**config.mk**
```make
export PLATFORM = sky130hd
export DESIGN_NAME = pbc_basic_control
export DESIGN_NICKNAME = d
export VERILOG_FILES = /design/src/rtl/pbc_pkg.sv /design/src/rtl/pbc_basic_control.sv /design/src/rtl/pbc_sync.sv
export VERILOG_INCLUDE_DIRS = /design/src /design/src/rtl
export SDC_FILE = /design/constraint.sdc
export NUM_CORES = 1
export LEC_CHECK = 0
export ABC_AREA = 1
export BUFFER_PORTS_ARGS = -buffer_cell sky130_fd_sc_hd__buf_2
export CAP_MARGIN = 20
export CORE_MARGIN = 2
export CORE_UTILIZATION = 54
export CTS_CLUSTER_SIZE = 30
export DETAILED_ROUTE_END_ITERATION = 10
export GPL_TIMING_DRIVEN = 0
export PLACE_DENSITY = 0.89
export SLEW_MARGIN = 30
export SYNTH_ARGS = -nofsm -noshare
export SYNTH_HDL_FRONTEND = slang
export SYNTH_SLANG_ARGS = --single-unit
```
**constraint.sdc**
```tcl
create_clock -name mclk -period 1.9 [get_ports mclk]
set_input_delay 0.095 -clock mclk [delete_from_list [all_inputs] [get_ports mclk]]
set_output_delay 0.095 -clock mclk [all_outputs]
set_load 0.05 [all_outputs]
```
**src/rtl/pbc_defs.svh**
```systemverilog
/*
 * Bit positions, defaults and timing counts for the port PHY basic control register.
 * Assumes inclusion by the pbc_basic_control design module only.
 */
`ifndef PBC_DEFS_SVH
`define PBC_DEFS_SVH

`define PBC_REG_INDEX        5'h00
`define PBC_STATUS_INDEX     5'h01
`define PBC_SOFT_RESET_BIT   15
`define PBC_LOOPBACK_BIT     14
`define PBC_SPEED_BIT        13
`define PBC_AN_ENABLE_BIT    12
`define PBC_POWER_DOWN_BIT   11
`define PBC_AN_RESTART_BIT   9
`define PBC_DUPLEX_BIT       8
`define PBC_COL_TEST_BIT     7
`define PBC_STATUS_AN_DONE   5
`define PBC_WRITE_MASK       16'hfb80
`define PBC_FIXED_DEFAULT    16'h0000
`define PBC_AN_TIME_MS       2
`define PBC_CLK_MHZ          50
`define PBC_AN_CYCLES        (`PBC_AN_TIME_MS * 1000 * `PBC_CLK_MHZ)

`endif

```
**src/rtl/pbc_pkg.sv**
```systemverilog
/*
 * Types for the port PHY basic control register.
 * Assumes the defs header is available on the include path.
 */
package pbc_pkg;
    typedef enum logic [1:0] {
        pbc_an_idle,
        pbc_an_busy,
        pbc_an_done
    } pbc_an_state_type;
endpackage

```
**src/rtl/pbc_basic_control.sv**
```systemverilog
/*
 * Port PHY basic control register, index 0, with strap defaults, loader rewrite,
 * soft reset, autoneg restart, forced speed/duplex, loopback, power down and
 * collision test. Status index 1 shows only the negotiation-complete bit.
 * Assumes a management access engine on mclk issuing one-cycle read/write
 * strobes, a loader on mclk, and straps and link activity arriving from pins.
 */
//
// Contract
// (RULE_01) Soft reset bit restores defaults, self-clears
// (RULE_02) Loopback returns fabric transmit as receive
// (RULE_03) Host sets receive-own-transmit for half duplex loopback
// (RULE_04) Forced speed bit: zero 10, one 100
// (RULE_05) Autoneg enable overrides forced speed, duplex
// (RULE_06) Power down bit enters general power down
// (RULE_07) Negotiation complete sets status bit five
// (RULE_08) Host clears autoneg before setting power down
// (RULE_09) Restart bit restarts autoneg, self-clears
// (RULE_10) Forced duplex bit: zero half, one full
// (RULE_11) Collision test asserts collision during transmit
// (RULE_12) Host uses collision test with loopback
// (RULE_13) Loader rewrites whole register after reset, reload
// (RULE_14) Speed default is autoneg strap OR speed strap
// (RULE_15) Autoneg enable default equals autoneg strap
// (RULE_16) Duplex default is NOT autoneg AND duplex
// (RULE_17) Reserved bits read zero, ignore writes
`timescale 1ns/1ps
`include "pbc_defs.svh"
module pbc_basic_control
    import pbc_pkg::*;
#(
    parameter int AN_CYCLES = `PBC_AN_CYCLES
) (
    input  wire logic        mclk,
    input  wire logic        rst_b,
    input  wire logic [4:0]  mgmt_index,
    input  wire logic        mgmt_write,
    input  wire logic        mgmt_read,
    input  wire logic [15:0] mgmt_wdata,
    output logic      [15:0] mgmt_rdata,
    input  wire logic        loader_valid,
    input  wire logic [15:0] loader_data,
    input  wire logic        autoneg_strap,
    input  wire logic        speed_strap,
    input  wire logic        duplex_strap,
    input  wire logic        partner_present,
    input  wire logic        fabric_tx_en,
    input  wire logic [3:0]  fabric_txd,
    output logic             fabric_rx_dv,
    output logic      [3:0]  fabric_rxd,
    output logic             fabric_col,
    input  wire logic        line_rx_dv,
    input  wire logic [3:0]  line_rxd,
    output logic             line_tx_en,
    output logic      [3:0]  line_txd,
    output logic             speed_100,
    output logic             full_duplex,
    output logic             power_down,
    output logic             autoneg_done,
    output logic             phy_regs_reset
);
    // ----------------------------------------------------------------
    // Input synchronisers
    // ----------------------------------------------------------------
    logic an_strap_s;
    logic spd_strap_s;
    logic dup_strap_s;
    logic partner_s;

    pbc_sync u_sync_an (
        .mclk  (mclk),
        .rst_b (rst_b),
        .din   (autoneg_strap),
        .dout  (an_strap_s)
    );
    pbc_sync u_sync_spd (
        .mclk  (mclk),
        .rst_b (rst_b),
        .din   (speed_strap),
        .dout  (spd_strap_s)
    );
    pbc_sync u_sync_dup (
        .mclk  (mclk),
        .rst_b (rst_b),
        .din   (duplex_strap),
        .dout  (dup_strap_s)
    );
    pbc_sync u_sync_partner (
        .mclk  (mclk),
        .rst_b (rst_b),
        .din   (partner_present),
        .dout  (partner_s)
    );

    // ----------------------------------------------------------------
    // Control register
    // ----------------------------------------------------------------
    logic [15:0]      ctrl;
    logic [15:0]      next_ctrl;
    logic [15:0]      strap_default;
    logic [1:0]       boot;
    logic [1:0]       next_boot;
    logic             restart_req;
    logic             next_restart_req;
    logic             soft_reset;
    logic             next_soft_reset;

    always_comb begin
        strap_default = `PBC_FIXED_DEFAULT;
        strap_default[`PBC_SPEED_BIT]     = an_strap_s | spd_strap_s;   // RULE_14
        strap_default[`PBC_AN_ENABLE_BIT] = an_strap_s;                 // RULE_15
        strap_default[`PBC_DUPLEX_BIT]    = ~an_strap_s & dup_strap_s;  // RULE_16
    end

    always_comb begin
        next_ctrl        = ctrl;
        next_boot        = boot;
        next_restart_req = 1'b0;
        next_soft_reset  = 1'b0;
        if (boot != 2'h3) begin
            next_boot = boot + 2'h1;
            if (boot == 2'h2) begin
                next_ctrl = strap_default;
            end
        end else if (ctrl[`PBC_SOFT_RESET_BIT]) begin
            next_ctrl       = strap_default;                            // RULE_01
            next_soft_reset = 1'b1;                                     // RULE_01
        end else if (loader_valid) begin
            next_ctrl        = loader_data & `PBC_WRITE_MASK;           // RULE_13
            next_restart_req = loader_data[`PBC_AN_RESTART_BIT];
        end else if (mgmt_write && mgmt_index == `PBC_REG_INDEX) begin
            next_ctrl        = mgmt_wdata & `PBC_WRITE_MASK;            // RULE_17
            next_restart_req = mgmt_wdata[`PBC_AN_RESTART_BIT];         // RULE_09
        end
        next_ctrl[`PBC_AN_RESTART_BIT] = 1'b0;                          // RULE_09
    end

    always_ff @(posedge mclk or negedge rst_b) begin
        if (!rst_b) begin
            ctrl        <= `PBC_FIXED_DEFAULT;
            boot        <= 2'h0;
            restart_req <= 1'b0;
            soft_reset  <= 1'b0;
        end else begin
            ctrl        <= next_ctrl;
            boot        <= next_boot;
            restart_req <= next_restart_req;
            soft_reset  <= next_soft_reset;
        end
    end

    // ----------------------------------------------------------------
    // Auto-negotiation sequencer
    // ----------------------------------------------------------------
    pbc_an_state_type an_state;
    pbc_an_state_type next_an_state;
    logic [31:0]      an_count;
    logic [31:0]      next_an_count;
    logic             an_on;

    assign an_on = ctrl[`PBC_AN_ENABLE_BIT] & ~ctrl[`PBC_POWER_DOWN_BIT];

    always_comb begin
        next_an_state = an_state;
        next_an_count = an_count;
        if (!an_on || soft_reset) begin
            next_an_state = pbc_an_idle;
            next_an_count = 32'h0;
        end else if (restart_req) begin
            next_an_state = pbc_an_busy;                                // RULE_09
            next_an_count = 32'h0;
        end else begin
            case (an_state)
                pbc_an_idle: begin
                    next_an_state = pbc_an_busy;                        // RULE_07
                    next_an_count = 32'h0;
                end
                pbc_an_busy: begin
                    if (!partner_s) begin
                        next_an_count = 32'h0;
                    end else if (an_count >= 32'(AN_CYCLES - 1)) begin
                        next_an_state = pbc_an_done;                    // RULE_07
                    end else begin
                        next_an_count = an_count + 32'h1;
                    end
                end
                pbc_an_done: begin
                    if (!partner_s) begin
                        next_an_state = pbc_an_busy;
                        next_an_count = 32'h0;
                    end
                end
                default: begin
                    next_an_state = pbc_an_idle;
                end
            endcase
        end
    end

    always_ff @(posedge mclk or negedge rst_b) begin
        if (!rst_b) begin
            an_state <= pbc_an_idle;
            an_count <= 32'h0;
        end else begin
            an_state <= next_an_state;
            an_count <= next_an_count;
        end
    end

    // ----------------------------------------------------------------
    // Operating mode
    // ----------------------------------------------------------------
    logic        next_speed_100;
    logic        next_full_duplex;
    logic        next_power_down;

    always_comb begin
        next_power_down = ctrl[`PBC_POWER_DOWN_BIT];                    // RULE_06
        if (ctrl[`PBC_AN_ENABLE_BIT]) begin
            next_speed_100   = 1'b1;                                    // RULE_05
            next_full_duplex = 1'b1;                                    // RULE_05
        end else begin
            next_speed_100   = ctrl[`PBC_SPEED_BIT];                    // RULE_04
            next_full_duplex = ctrl[`PBC_DUPLEX_BIT];                   // RULE_10
        end
    end

    always_ff @(posedge mclk or negedge rst_b) begin
        if (!rst_b) begin
            speed_100   <= 1'b0;
            full_duplex <= 1'b0;
            power_down  <= 1'b0;
        end else begin
            speed_100   <= next_speed_100;
            full_duplex <= next_full_duplex;
            power_down  <= next_power_down;
        end
    end

    // ----------------------------------------------------------------
    // Datapath
    // ----------------------------------------------------------------
    logic        next_fabric_rx_dv;
    logic [3:0]  next_fabric_rxd;
    logic        next_fabric_col;
    logic        next_line_tx_en;
    logic [3:0]  next_line_txd;
    logic        pd;

    assign pd = ctrl[`PBC_POWER_DOWN_BIT];

    always_comb begin
        next_fabric_col = ~pd & ctrl[`PBC_COL_TEST_BIT] & fabric_tx_en; // RULE_11
        if (pd) begin                                                   // RULE_06
            next_line_tx_en   = 1'b0;
            next_line_txd     = 4'h0;
            next_fabric_rx_dv = 1'b0;
            next_fabric_rxd   = 4'h0;
        end else if (ctrl[`PBC_LOOPBACK_BIT]) begin
            next_line_tx_en   = 1'b0;                                   // RULE_02
            next_line_txd     = 4'h0;
            next_fabric_rx_dv = fabric_tx_en;                           // RULE_02
            next_fabric_rxd   = fabric_txd;
        end else begin
            next_line_tx_en   = fabric_tx_en;
            next_line_txd     = fabric_txd;
            next_fabric_rx_dv = line_rx_dv;
            next_fabric_rxd   = line_rxd;
        end
    end

    always_ff @(posedge mclk or negedge rst_b) begin
        if (!rst_b) begin
            fabric_col     <= 1'b0;
            line_tx_en     <= 1'b0;
            line_txd       <= 4'h0;
            fabric_rx_dv   <= 1'b0;
            fabric_rxd     <= 4'h0;
            autoneg_done   <= 1'b0;
            phy_regs_reset <= 1'b0;
        end else begin
            fabric_col     <= next_fabric_col;
            line_tx_en     <= next_line_tx_en;
            line_txd       <= next_line_txd;
            fabric_rx_dv   <= next_fabric_rx_dv;
            fabric_rxd     <= next_fabric_rxd;
            autoneg_done   <= (next_an_state == pbc_an_done);
            phy_regs_reset <= next_soft_reset;                          // RULE_01
        end
    end

    // ----------------------------------------------------------------
    // Management read data
    // ----------------------------------------------------------------
    logic [15:0] next_mgmt_rdata;

    always_comb begin
        next_mgmt_rdata = mgmt_rdata;
        if (mgmt_read) begin
            next_mgmt_rdata = 16'h0000;
            if (mgmt_index == `PBC_REG_INDEX) begin
                next_mgmt_rdata = ctrl & `PBC_WRITE_MASK;               // RULE_17
            end else if (mgmt_index == `PBC_STATUS_INDEX) begin
                next_mgmt_rdata[`PBC_STATUS_AN_DONE] = (an_state == pbc_an_done); // RULE_07
            end
        end
    end

    always_ff @(posedge mclk or negedge rst_b) begin
        if (!rst_b) begin
            mgmt_rdata <= 16'h0000;
        end else begin
            mgmt_rdata <= next_mgmt_rdata;
        end
    end
endmodule // pbc_basic_control

```
**src/rtl/pbc_sync.sv**
```systemverilog
/*
 * Two flip-flop synchroniser for a single level.
 * Assumes a free-running mclk and asynchronous active-low reset.
 */
`timescale 1ns/1ps
module pbc_sync (
    input  wire logic mclk,
    input  wire logic rst_b,
    input  wire logic din,
    output logic      dout
);
    logic stage1;
    logic next_stage1;
    logic next_dout;

    always_comb begin
        next_stage1 = din;
        next_dout   = stage1;
    end

    always_ff @(posedge mclk or negedge rst_b) begin
        if (!rst_b) begin
            stage1 <= 1'b0;
            dout   <= 1'b0;
        end else begin
            stage1 <= next_stage1;
            dout   <= next_dout;
        end
    end
endmodule // pbc_sync

```
Yosys cells after proc, flatten, opt, wreduce, memory -nomap -nowiden
Index checks and enable logic that the tools add are counted.
Word-level totals
  output and inout port bits: 32
  word-level logic and storage cells: 89
  input port bits: 56
  register bits after elaboration: 87
Operators by class
  $lt $le $gt $ge: 1
  equal/unequal tests: 9
  mux-type cells: 36
  bitwise gates (word level): 7
  reduce and logical (&&, ||, !) cells: 9
  add/subtract/negate cells: 2
Operators with widths (count)
  $mux 32: 5
  $pmux 32 s3: 1
  $mux 16: 5
  $add 32x1->32 const B: 1
  $ge 32x17->1 const B: 1
  $mux 4: 4
  $mux 1: 14
  $mux 10: 1
  $mux 2: 5
  $eq 2x2->1 const B: 3
  $pmux 2 s3: 1
  $eq 5x1->1 const B: 1
  $logic_not 5->1: 1
  $ne 5x5->1 const B: 1
  $reduce_bool 5->1: 1
  $and 1x1->1: 4
  $ne 4x4->1 const B: 1
  $reduce_bool 4->1: 1
  $reduce_and 3->1: 1
  $add 2x1->2 const B: 1
  $eq 2x1->1 const B: 1
  $logic_not 2->1: 1
  $ne 2x1->1 const B: 1
  $ne 2x2->1 const B: 1
  6 further kinds: 7

Logic depth before layout (Yosys ltp)
Gate-level depths: netlist of run 1.
  depth in word-level cells: 7
  gate-level depth with buffers: 14
  mapped depth without buffers: 14

Cells and area by module
From an unflattened synthesis of run 1, not the netlist that was laid out.
Unflattened totals
  cell total of the unflattened synthesis: 454
  area, all modules: 3682.3 µm²
By module, submodules not included
  pbc_basic_control: seq. area each 1701.6 µm², cells an instance 446, instances 1, area each 3482.1 µm²
  pbc_sync: seq. area each 50.0 µm², cells an instance 2, instances 4, area each 50.0 µm²

Worst setup path before layout of run 1
No wires, ideal clock.
  path kind: register to register
  from: reg phy_regs_reset (netlist name)
  to: reg an_count[2]
  path slack: 177 ps
  clock period less this slack: 1723 ps
  path buffers: 1
  stages on the path, launching flop included: 10
  library setup time: 126 ps
  required time: 1774 ps
  arrival time: 1596 ps
  cells stage by stage: dfrtp_1 nor2_4 nand2_4 nor2_4 nand2_2 nor3_4 nand2_4 nand2_8 buf_12 o21ai_0
RTL lines
  end signal: assignment: RTL line pbc_basic_control.sv:206  | an_count <= next_an_count;
  end: declaration: RTL line pbc_basic_control.sv:157  | logic [31:0] an_count;

Worst setup path after layout of run 1
  from: reg an_count[1]
  to: reg an_count[5]
On the way
  longest elaborated chain between the ends: 6
  elaborated cells on any way between the ends: 9
  classes of those cells: add/sub: 1; order compare: 1; eq/ne: 1; mux: 5; reduce/logical: 1
Ends and longest elaborated chain
  $add 32x1->32: RTL line pbc_basic_control.sv:184  | next_an_count = an_count + 32'h1;
  $mux 32: RTL line pbc_basic_control.sv:181  | end else if (an_count >= 32'(AN_CYCLES - 1)) begin
  $mux 32: RTL line pbc_basic_control.sv:179  | if (!partner_s) begin
  $pmux 32 s3: RTL line pbc_basic_control.sv:173  | case (an_state)
  $mux 32: RTL line pbc_basic_control.sv:169  | end else if (restart_req) begin
  $mux 32: RTL line pbc_basic_control.sv:166  | if (!an_on || soft_reset) begin
Several ways; a longest one is shown, not always the timed one. The select of a mux whose other input is x is not followed.
A chain may end at the register's enable or synchronous reset.

==> flow_metrics.tcl, run 1 <==
set metrics [dict create \
    status "complete, no violations" \
    drive_above_1_share_pct 25.5 \
    syn_area_um2 3710 \
    ant_nets 0 \
    finClkSkew_ns 0.00831 \
    start_util_pct 55.3 \
    drt-total-wl_mm 10.1 \
    drv_cap 0 \
    die_h_um 86.9 \
    cts_buffers 9 \
    fin_crit_sh_pct 96.0 \
    drt-vias-per-instance 5.45 \
    insertion_delay_ns 0.36 \
    synth_seq_area_share_pct 51.2 \
    end_kind "flip-flop" \
    die_x_um 86.9 \
    ys_ff_latch 76 \
    dp_slack_ns -0.0456 \
    cp_max_fo 5 \
    fin_ws_ns 0.0751 \
    syn-instance-count 455 \
    seqCellArea_um2 1900 \
    hold_viol 0 \
    drt-met1-wl_mm 3.83 \
    cts_tree "done" \
    p_leak_nw 2.46 \
    synth_top_cell_area_share_pct 51.2 \
    grt_max_degree 42 \
    fmax_mhz 548 \
    rsz0062_at_grt "yes" \
    nets 622 \
    critical_path_class "flip-flop to flip-flop" \
    diodes 0 \
    cts-root-buf "clkbuf_8" \
    postPlaceCellArea_um2 4170 \
    synth_ff_type "dfrtp_1" \
    drc_errors 0 \
    hp-class "input pin to flip-flop" \
    fp-row-count 30 \
    worst_pin_slew_ns 0.548 \
    holdWs_ns 0.0157 \
    yosys-top-cells-area "dfrtp_1, nand2_1, nor2_1" \
    yosys_warnings 0 \
    finalSetupViolCount 0 \
    dr.pass1.iters 6 \
    wire_per_inst_um 15.6 \
    vdd_ir_drop_max_uv 901 \
    core_um2 6720 \
    hpwl_mm 5.98 \
    slew-limit-headroom_pct 63.5 \
    power_density_nw_per_um2 754 \
    gp_congestion 0.925 \
    fin_area_um2 4670 \
    synth_edf_count 0 \
    track_usage_pct 26.9 \
    cts.sinks 76 \
    num_vias 3534 \
    ctsLongestPathBuffers 2 \
    antenna_found_initial 0 \
    htreeDepth 3 \
    overflow 0 \
    grt_pass1_vias 3458 \
    io_buffers 62 \
    syn_avg_cell_area_um2 8.16 \
    period_minus_slack_ns 1.82 \
    cp-start-kind "flip-flop" \
    grt_pass1_wl_mm 15.7 \
    yosys.area.top_type "dfrtp_1" \
    arrival_ns 2.11 \
    crit_required_ns 2.18 \
    fillers 480 \
    top_layer_used "met4" \
    io_pins 88 \
    cts.clk_slew.worst_paths_ns 0.09 \
    syn_to_final_growth_pct 25.7 \
    drt_iter0_drc 358 \
    drv_slew 0 \
    multi_input_area_um2 1480 \
    wl_met3_um 847 \
    route.met2.wl_mm 5.13 \
    synthArstFlopShare_pct 100 \
    die_area_um2 7560 \
    ys_types 37 \
]
[layout by cell type (no fill, tap or decap), types with 3 or more instances in the layout]
cell type	n
o21ai_2	3
buf_4	24
inv_1	63
nor2_1	65
clkbuf_1	4
buf_2	62
clkbuf_8	10
o21ai_1	7
inv_2	4
buf_6	4
dlygate4sd3_1	12
o31ai_1	5
nand2_2	11
o21ai_0	23
nand4_1	15
nor3_1	9
a21oi_1	9
nor2_2	4
conb_1	8
nand2_1	101
nand3_1	16
dfrtp_1	76
[cell usage after synthesis (2+ instances only)]
| master | number |
|---|---|
| a21oi_1 | 9 |
| buf_2 | 2 |
| buf_4 | 11 |
| clkbuf_1 | 4 |
| dfrtp_1 | 76 |
| ha_1 | 3 |
| inv_1 | 65 |
| inv_2 | 2 |
| nand2_1 | 103 |
| nand2_2 | 9 |
| nand2_4 | 2 |
| nand3_1 | 18 |
| nand4_1 | 15 |
| nor2_1 | 68 |
| nor2_4 | 2 |
| nor3_1 | 9 |
| o21ai_0 | 24 |
| o21ai_1 | 6 |
| o21ai_2 | 3 |
| o21bai_1 | 2 |
| o31ai_1 | 5 |
| or2_2 | 2 |
[through the flow]
| step | power [W] | util, % | setup TNS [ns] | cells |
|---|---|---|---|---|
| 2_1_floorplan | 0.00205 | - | 0 | 462 |
| 3_3_place_gp | 0.00220 | 61.8 | 0 | 604 |
| 3_5_place_dp | 0.00221 | 62.1 | -0.494 | 605 |
| 4_1_cts | 0.00350 | 68.0 | -0.00436 | 639 |
| 5_1_grt | 0.00362 | 69.5 | -0.232 | 648 |
| 6_report | 0.00352 | 69.5 | 0 | 648 |
[critical path: stages (launching register included)]
cell and delay (ns):
dfrtp_1 0.39, ha_2 0.21, nand2_2 0.08, inv_2 0.04
nand2_2 0.07, nand2_1 0.05, nand2_1 0.06, nand2_1 0.07
nand2_1 0.09, nand2_2 0.10, a21boi_4 0.17, buf_4 0.16
buf_6 0.12, nand2_1 0.05, o21ai_1 0.08
[registers in the layout, summed over array words and instances (netlist names), 2 cells and up]
register    count
an_count       32
boot            2
ctrl            7
fabric_rxd      4
mgmt_rdata      8
an_state        2
line_txd        4
[path summary, 6_finish.rpt]
kind                                                from                         to  slack (ns)  depth (start not counted)
min in group asynchronous                          rst_b   an_count[26]$_DFFE_PN0P_        0.23                          2
setup / recovery                 an_count[1]$_DFFE_PN0P_    an_count[5]$_DFFE_PN0P_        0.08                         14
max in group asynchronous                          rst_b  u_sync_dup.dout$_DFF_PN0_        1.10                          3
setup reg to reg                 an_count[1]$_DFFE_PN0P_    an_count[5]$_DFFE_PN0P_        0.08                         14
hold reg to reg            u_sync_an.next_dout$_DFF_PN0_   u_sync_an.dout$_DFF_PN0_        0.35                          0
hold / removal                               line_rxd[0]    fabric_rxd[0]$_DFF_PN0_        0.02                          3
[layer usage]
| layer | track usage [%] | vias to the layer above |
|---|---|---|
| met2 | 45.2 | 219 |
| met3 | 5.59 | 37 |
| met5 | 0 | - |
| met1 | 33.4 | 1648 |
| li1 | - | 1630 |
| met4 | 11.8 | 0 |
[what timing repair did]
| item | 4_1_cts | 5_1_grt |
|---|---|---|
| setup buffers | 4 | 9 |
| setup endpoints to repair | 32 | 38 |
| gates resized for setup | 9 | 11 |
| cloned | 2 | 0 |
| pin swaps | 4 | 6 |
| hold buffers | 12 | 0 |
| hold endpoints to repair | 48 | 0 |
[layout make-up]
class,instances,area share [%]
Sequential cell,76,40.7
Inverter,68,5.47
Multi-Input combinational cell,299,31.7
Tap cell,80,2.14
Clock inverter,7,1.74
Timing Repair Buffer,90,12.2
Clock buffer,9,2.65
Buffer,19,3.32
[kinds of logic (layout without fill, tap and decap cells)]
kind of cell             Yosys count  count (layout)  share of synthesized area [%]
other                              1               8                          0.101
AO/OA/AOI/OAI                     54              54                           8.72
flip-flops                        76              76                           51.2
AND/OR/NAND/NOR                  232             232                           27.8
XOR/XNOR                           2               2                          0.472
buffers and inverters             87             193                           10.7
adder cells (fa/ha/maj)            3               3                           1.01
[where the power goes]
part / internal [W] / total, W / switching (W) / leakage, nW
clock network: 0.000627 / 0.00129 / 0.000668 / 0.106
logic: 0.000139 / 0.000517 / 0.000379 / 1.35
registers: 0.00168 / 0.00171 / 0.0000284 / 0.999
total: 0.00245 / 0.00352 / 0.00107 / 2.46
Power figures use the tool's default switching activity.
==> inputs of run 2 (changes only) <==
==> constraint.sdc (replaced) <==
create_clock -name mclk -period 1.9 [get_ports mclk]
set_input_delay 0.095 -clock mclk [delete_from_list [all_inputs] [get_ports mclk]]
set_output_delay 0.095 -clock mclk [all_outputs]
set_load 0.1 [all_outputs]
==> run 2 against run 1 <==
  * Cell area fell by 0.43%
  * Total power grew 1.5%
  * Clock power shrank 10%
  * Combinational power increased by 35%
  * Die area unchanged
  * Critical path depth down 4
  * Global-route usage shrank 0.67 points
  * Critical path type unchanged
==> flow_metrics.tcl, run 2 (same netlist as run 1, synthesis figures left out) <==
set metrics [dict create \
    drt-total-wl_mm 9.47 \
    cts.clk_slew.worst_paths_ns 0.08 \
    start_util_pct 55.3 \
    arrival_ns 2.18 \
    share_comb_of_total_power_pct 19.6 \
    clkPwrFrac_pct 32.5 \
    drc_errors 0 \
    grt_pass1_vias 3321 \
    wire_per_inst_um 14.7 \
    fillers 510 \
    ant_nets 0 \
    top_regs "an_count (32), mgmt_rdata (8), ctrl (7)" \
    p_leak_nw 2.44 \
    finalSetupViolCount 0 \
    drt_iter0_drc 269 \
    rrSetupSlack_ns 0.01 \
    overflow 0 \
    grt_pass1_wl_mm 15.2 \
    largest_reg_flops 32 \
    htreeDepth 3 \
    cts.sinks 76 \
    period_minus_slack_ns 1.89 \
    pwr-share-seq_pct 47.9 \
    path_cells "ha_2, nand2_2, buf_4, nor2_2, nand3_1, nor4_1, nand3_1, nand2_1, nand2_1, inv_1" \
    power_density_nw_per_um2 769 \
    num_vias 3387 \
    io_buffers 62 \
    vdd_ir_drop_max_uv 791 \
    fp-row-count 30 \
    holdWs_ns 0.0351 \
    drv_cap 0 \
    cp_slowest_stage_delay_ns 0.40 \
    worst_pin_slew_ns 0.526 \
    cp.buffers_inverters 2 \
    largest-register "an_count" \
    cts_tree "done" \
    power.switching_w 0.00120 \
    track_usage_pct 26.2 \
    critical_path_class "flip-flop to flip-flop" \
    core_um2 6720 \
    intPower_w 0.00238 \
    path_delay_family "simple AND/OR/NAND/NOR gates" \
    insertion_delay_ns 0.35 \
    slew-limit-headroom_pct 64.9 \
    cp_max_fo 4 \
    drv_slew 0 \
    dpl.cell_count 605 \
    crit_required_ns 2.19 \
    nets 618 \
    syn_to_final_growth_pct 25.1 \
    cts_buffers 9 \
    io_pins 88 \
    fin_crit_sh_pct 99.3 \
    ctsLongestPathBuffers 2 \
    fmax_mhz 530 \
    layout_commonest_cell "nand2_1" \
    drt-vias-per-instance 5.26 \
    rsz0062_at_grt "yes" \
    diodes 0 \
    grt_max_degree 47 \
    end_kind "flip-flop" \
    hold_viol 0 \
    hpwl_mm 6.25 \
    cts-root-buf "clkbuf_8" \
    die_area_um2 7560 \
    gp_congestion 0.888 \
    die_x_um 86.9 \
    drive_above_1_share_pct 25.0 \
    fin_cells 644 \
    antenna_found_initial 0 \
    layout_common_cells "nand2_1, dfrtp_1, nor2_1, inv_1, buf_2" \
    crit_slowest_cell "dfrtp_1" \
    die_h_um 86.9 \
    sw_frac_of_total_pct 33.5 \
    dr.pass1.iters 5 \
    status "complete, no violations" \
    finClkSkew_ns 0.0116 \
    hp-class "input pin to flip-flop" \
    cp-start-kind "flip-flop" \
    fin_util_pct 69.2 \
    p_total_w 0.00357 \
]
## run 2: cell type report
cell class / instances / area [µm²] / share of cell area [%]
sequential: 76 / 1900 / 40.9
multi-input combinational: 299 / 1500 / 32.2
timing repair buffer: 86 / 552 / 11.9
inverter: 68 / 255 / 5.49
clock buffer: 12 / 155 / 3.34
buffer: 19 / 155 / 3.34
tap: 80 / 100 / 2.15
clock inverter: 4 / 32.5 / 0.700
## run 2: worst reg2reg max path: cells and delay by family (launching register included)
kind          cells  cell delay [ns]
flops             1             0.40
fa+ha+maj         1             0.23
buf+inv           2             0.18
simple gates      7             1.02
## run 2: through the flow
| stage | setup slack [ns] | TNS, ns | instance area, µm² |
|---|---|---|---|
| after floorplan | 0.147 | 0 | 3740 |
| after global placement | 0.0261 | 0 | 4150 |
| after detailed placement | -0.0358 | -0.252 | 4180 |
| after CTS | 0.00468 | 0 | 4530 |
| after global routing | -0.0603 | -0.617 | 4650 |
| final | 0.0135 | 0 | 4650 |
## run 2: power groups by stage
stage          Clock, W  Sequential [W]  Combinational [W]
5_1_grt         0.00124         0.00172           0.000733
4_1_cts         0.00117         0.00171           0.000679
3_3_place_gp          0         0.00174           0.000642
3_5_place_dp          0         0.00174           0.000658
6_report        0.00116         0.00171           0.000699
2_1_floorplan         0         0.00201           0.000216
## run 2: final timing paths
| kind | startpoint | end | depth (start not counted) |
|---|---|---|---|
| setup reg to reg | an_count[1]$_DFFE_PN0P_ | an_count[16]$_DFFE_PN0P_ | 10 |
| hold reg to reg | u_sync_dup.next_dout$_DFF_PN0_ | u_sync_dup.dout$_DFF_PN0_ | 0 |
| hold / removal | mgmt_read | mgmt_rdata[8]$_DFFE_PN0P_ | 3 |
| max in group asynchronous | rst_b | an_count[3]$_DFFE_PN0P_ | 3 |
| min in group asynchronous | rst_b | an_count[14]$_DFFE_PN0P_ | 2 |
| setup / recovery | an_count[1]$_DFFE_PN0P_ | an_count[16]$_DFFE_PN0P_ | 10 |
## run 2: repair_timing
action                                  in CTS  in global routing
gates resized for setup                      4                 18
endpoints found under the setup margin      22                 35
cloned                                       1                  0
hold endpoints to repair                    45                  0
hold buffers                                12                  0
pin swaps                                    1                  5
buffers inserted                             2                  8
## run 2: routing by layer
layer,vias to the layer above,share of wire (%),GRT usage [%]
met5,-,0,0
met2,148,51,43.8
li1,1618,-,-
met3,22,7.0,6.73
met1,1599,40,32.4
met4,0,2.0,10.5
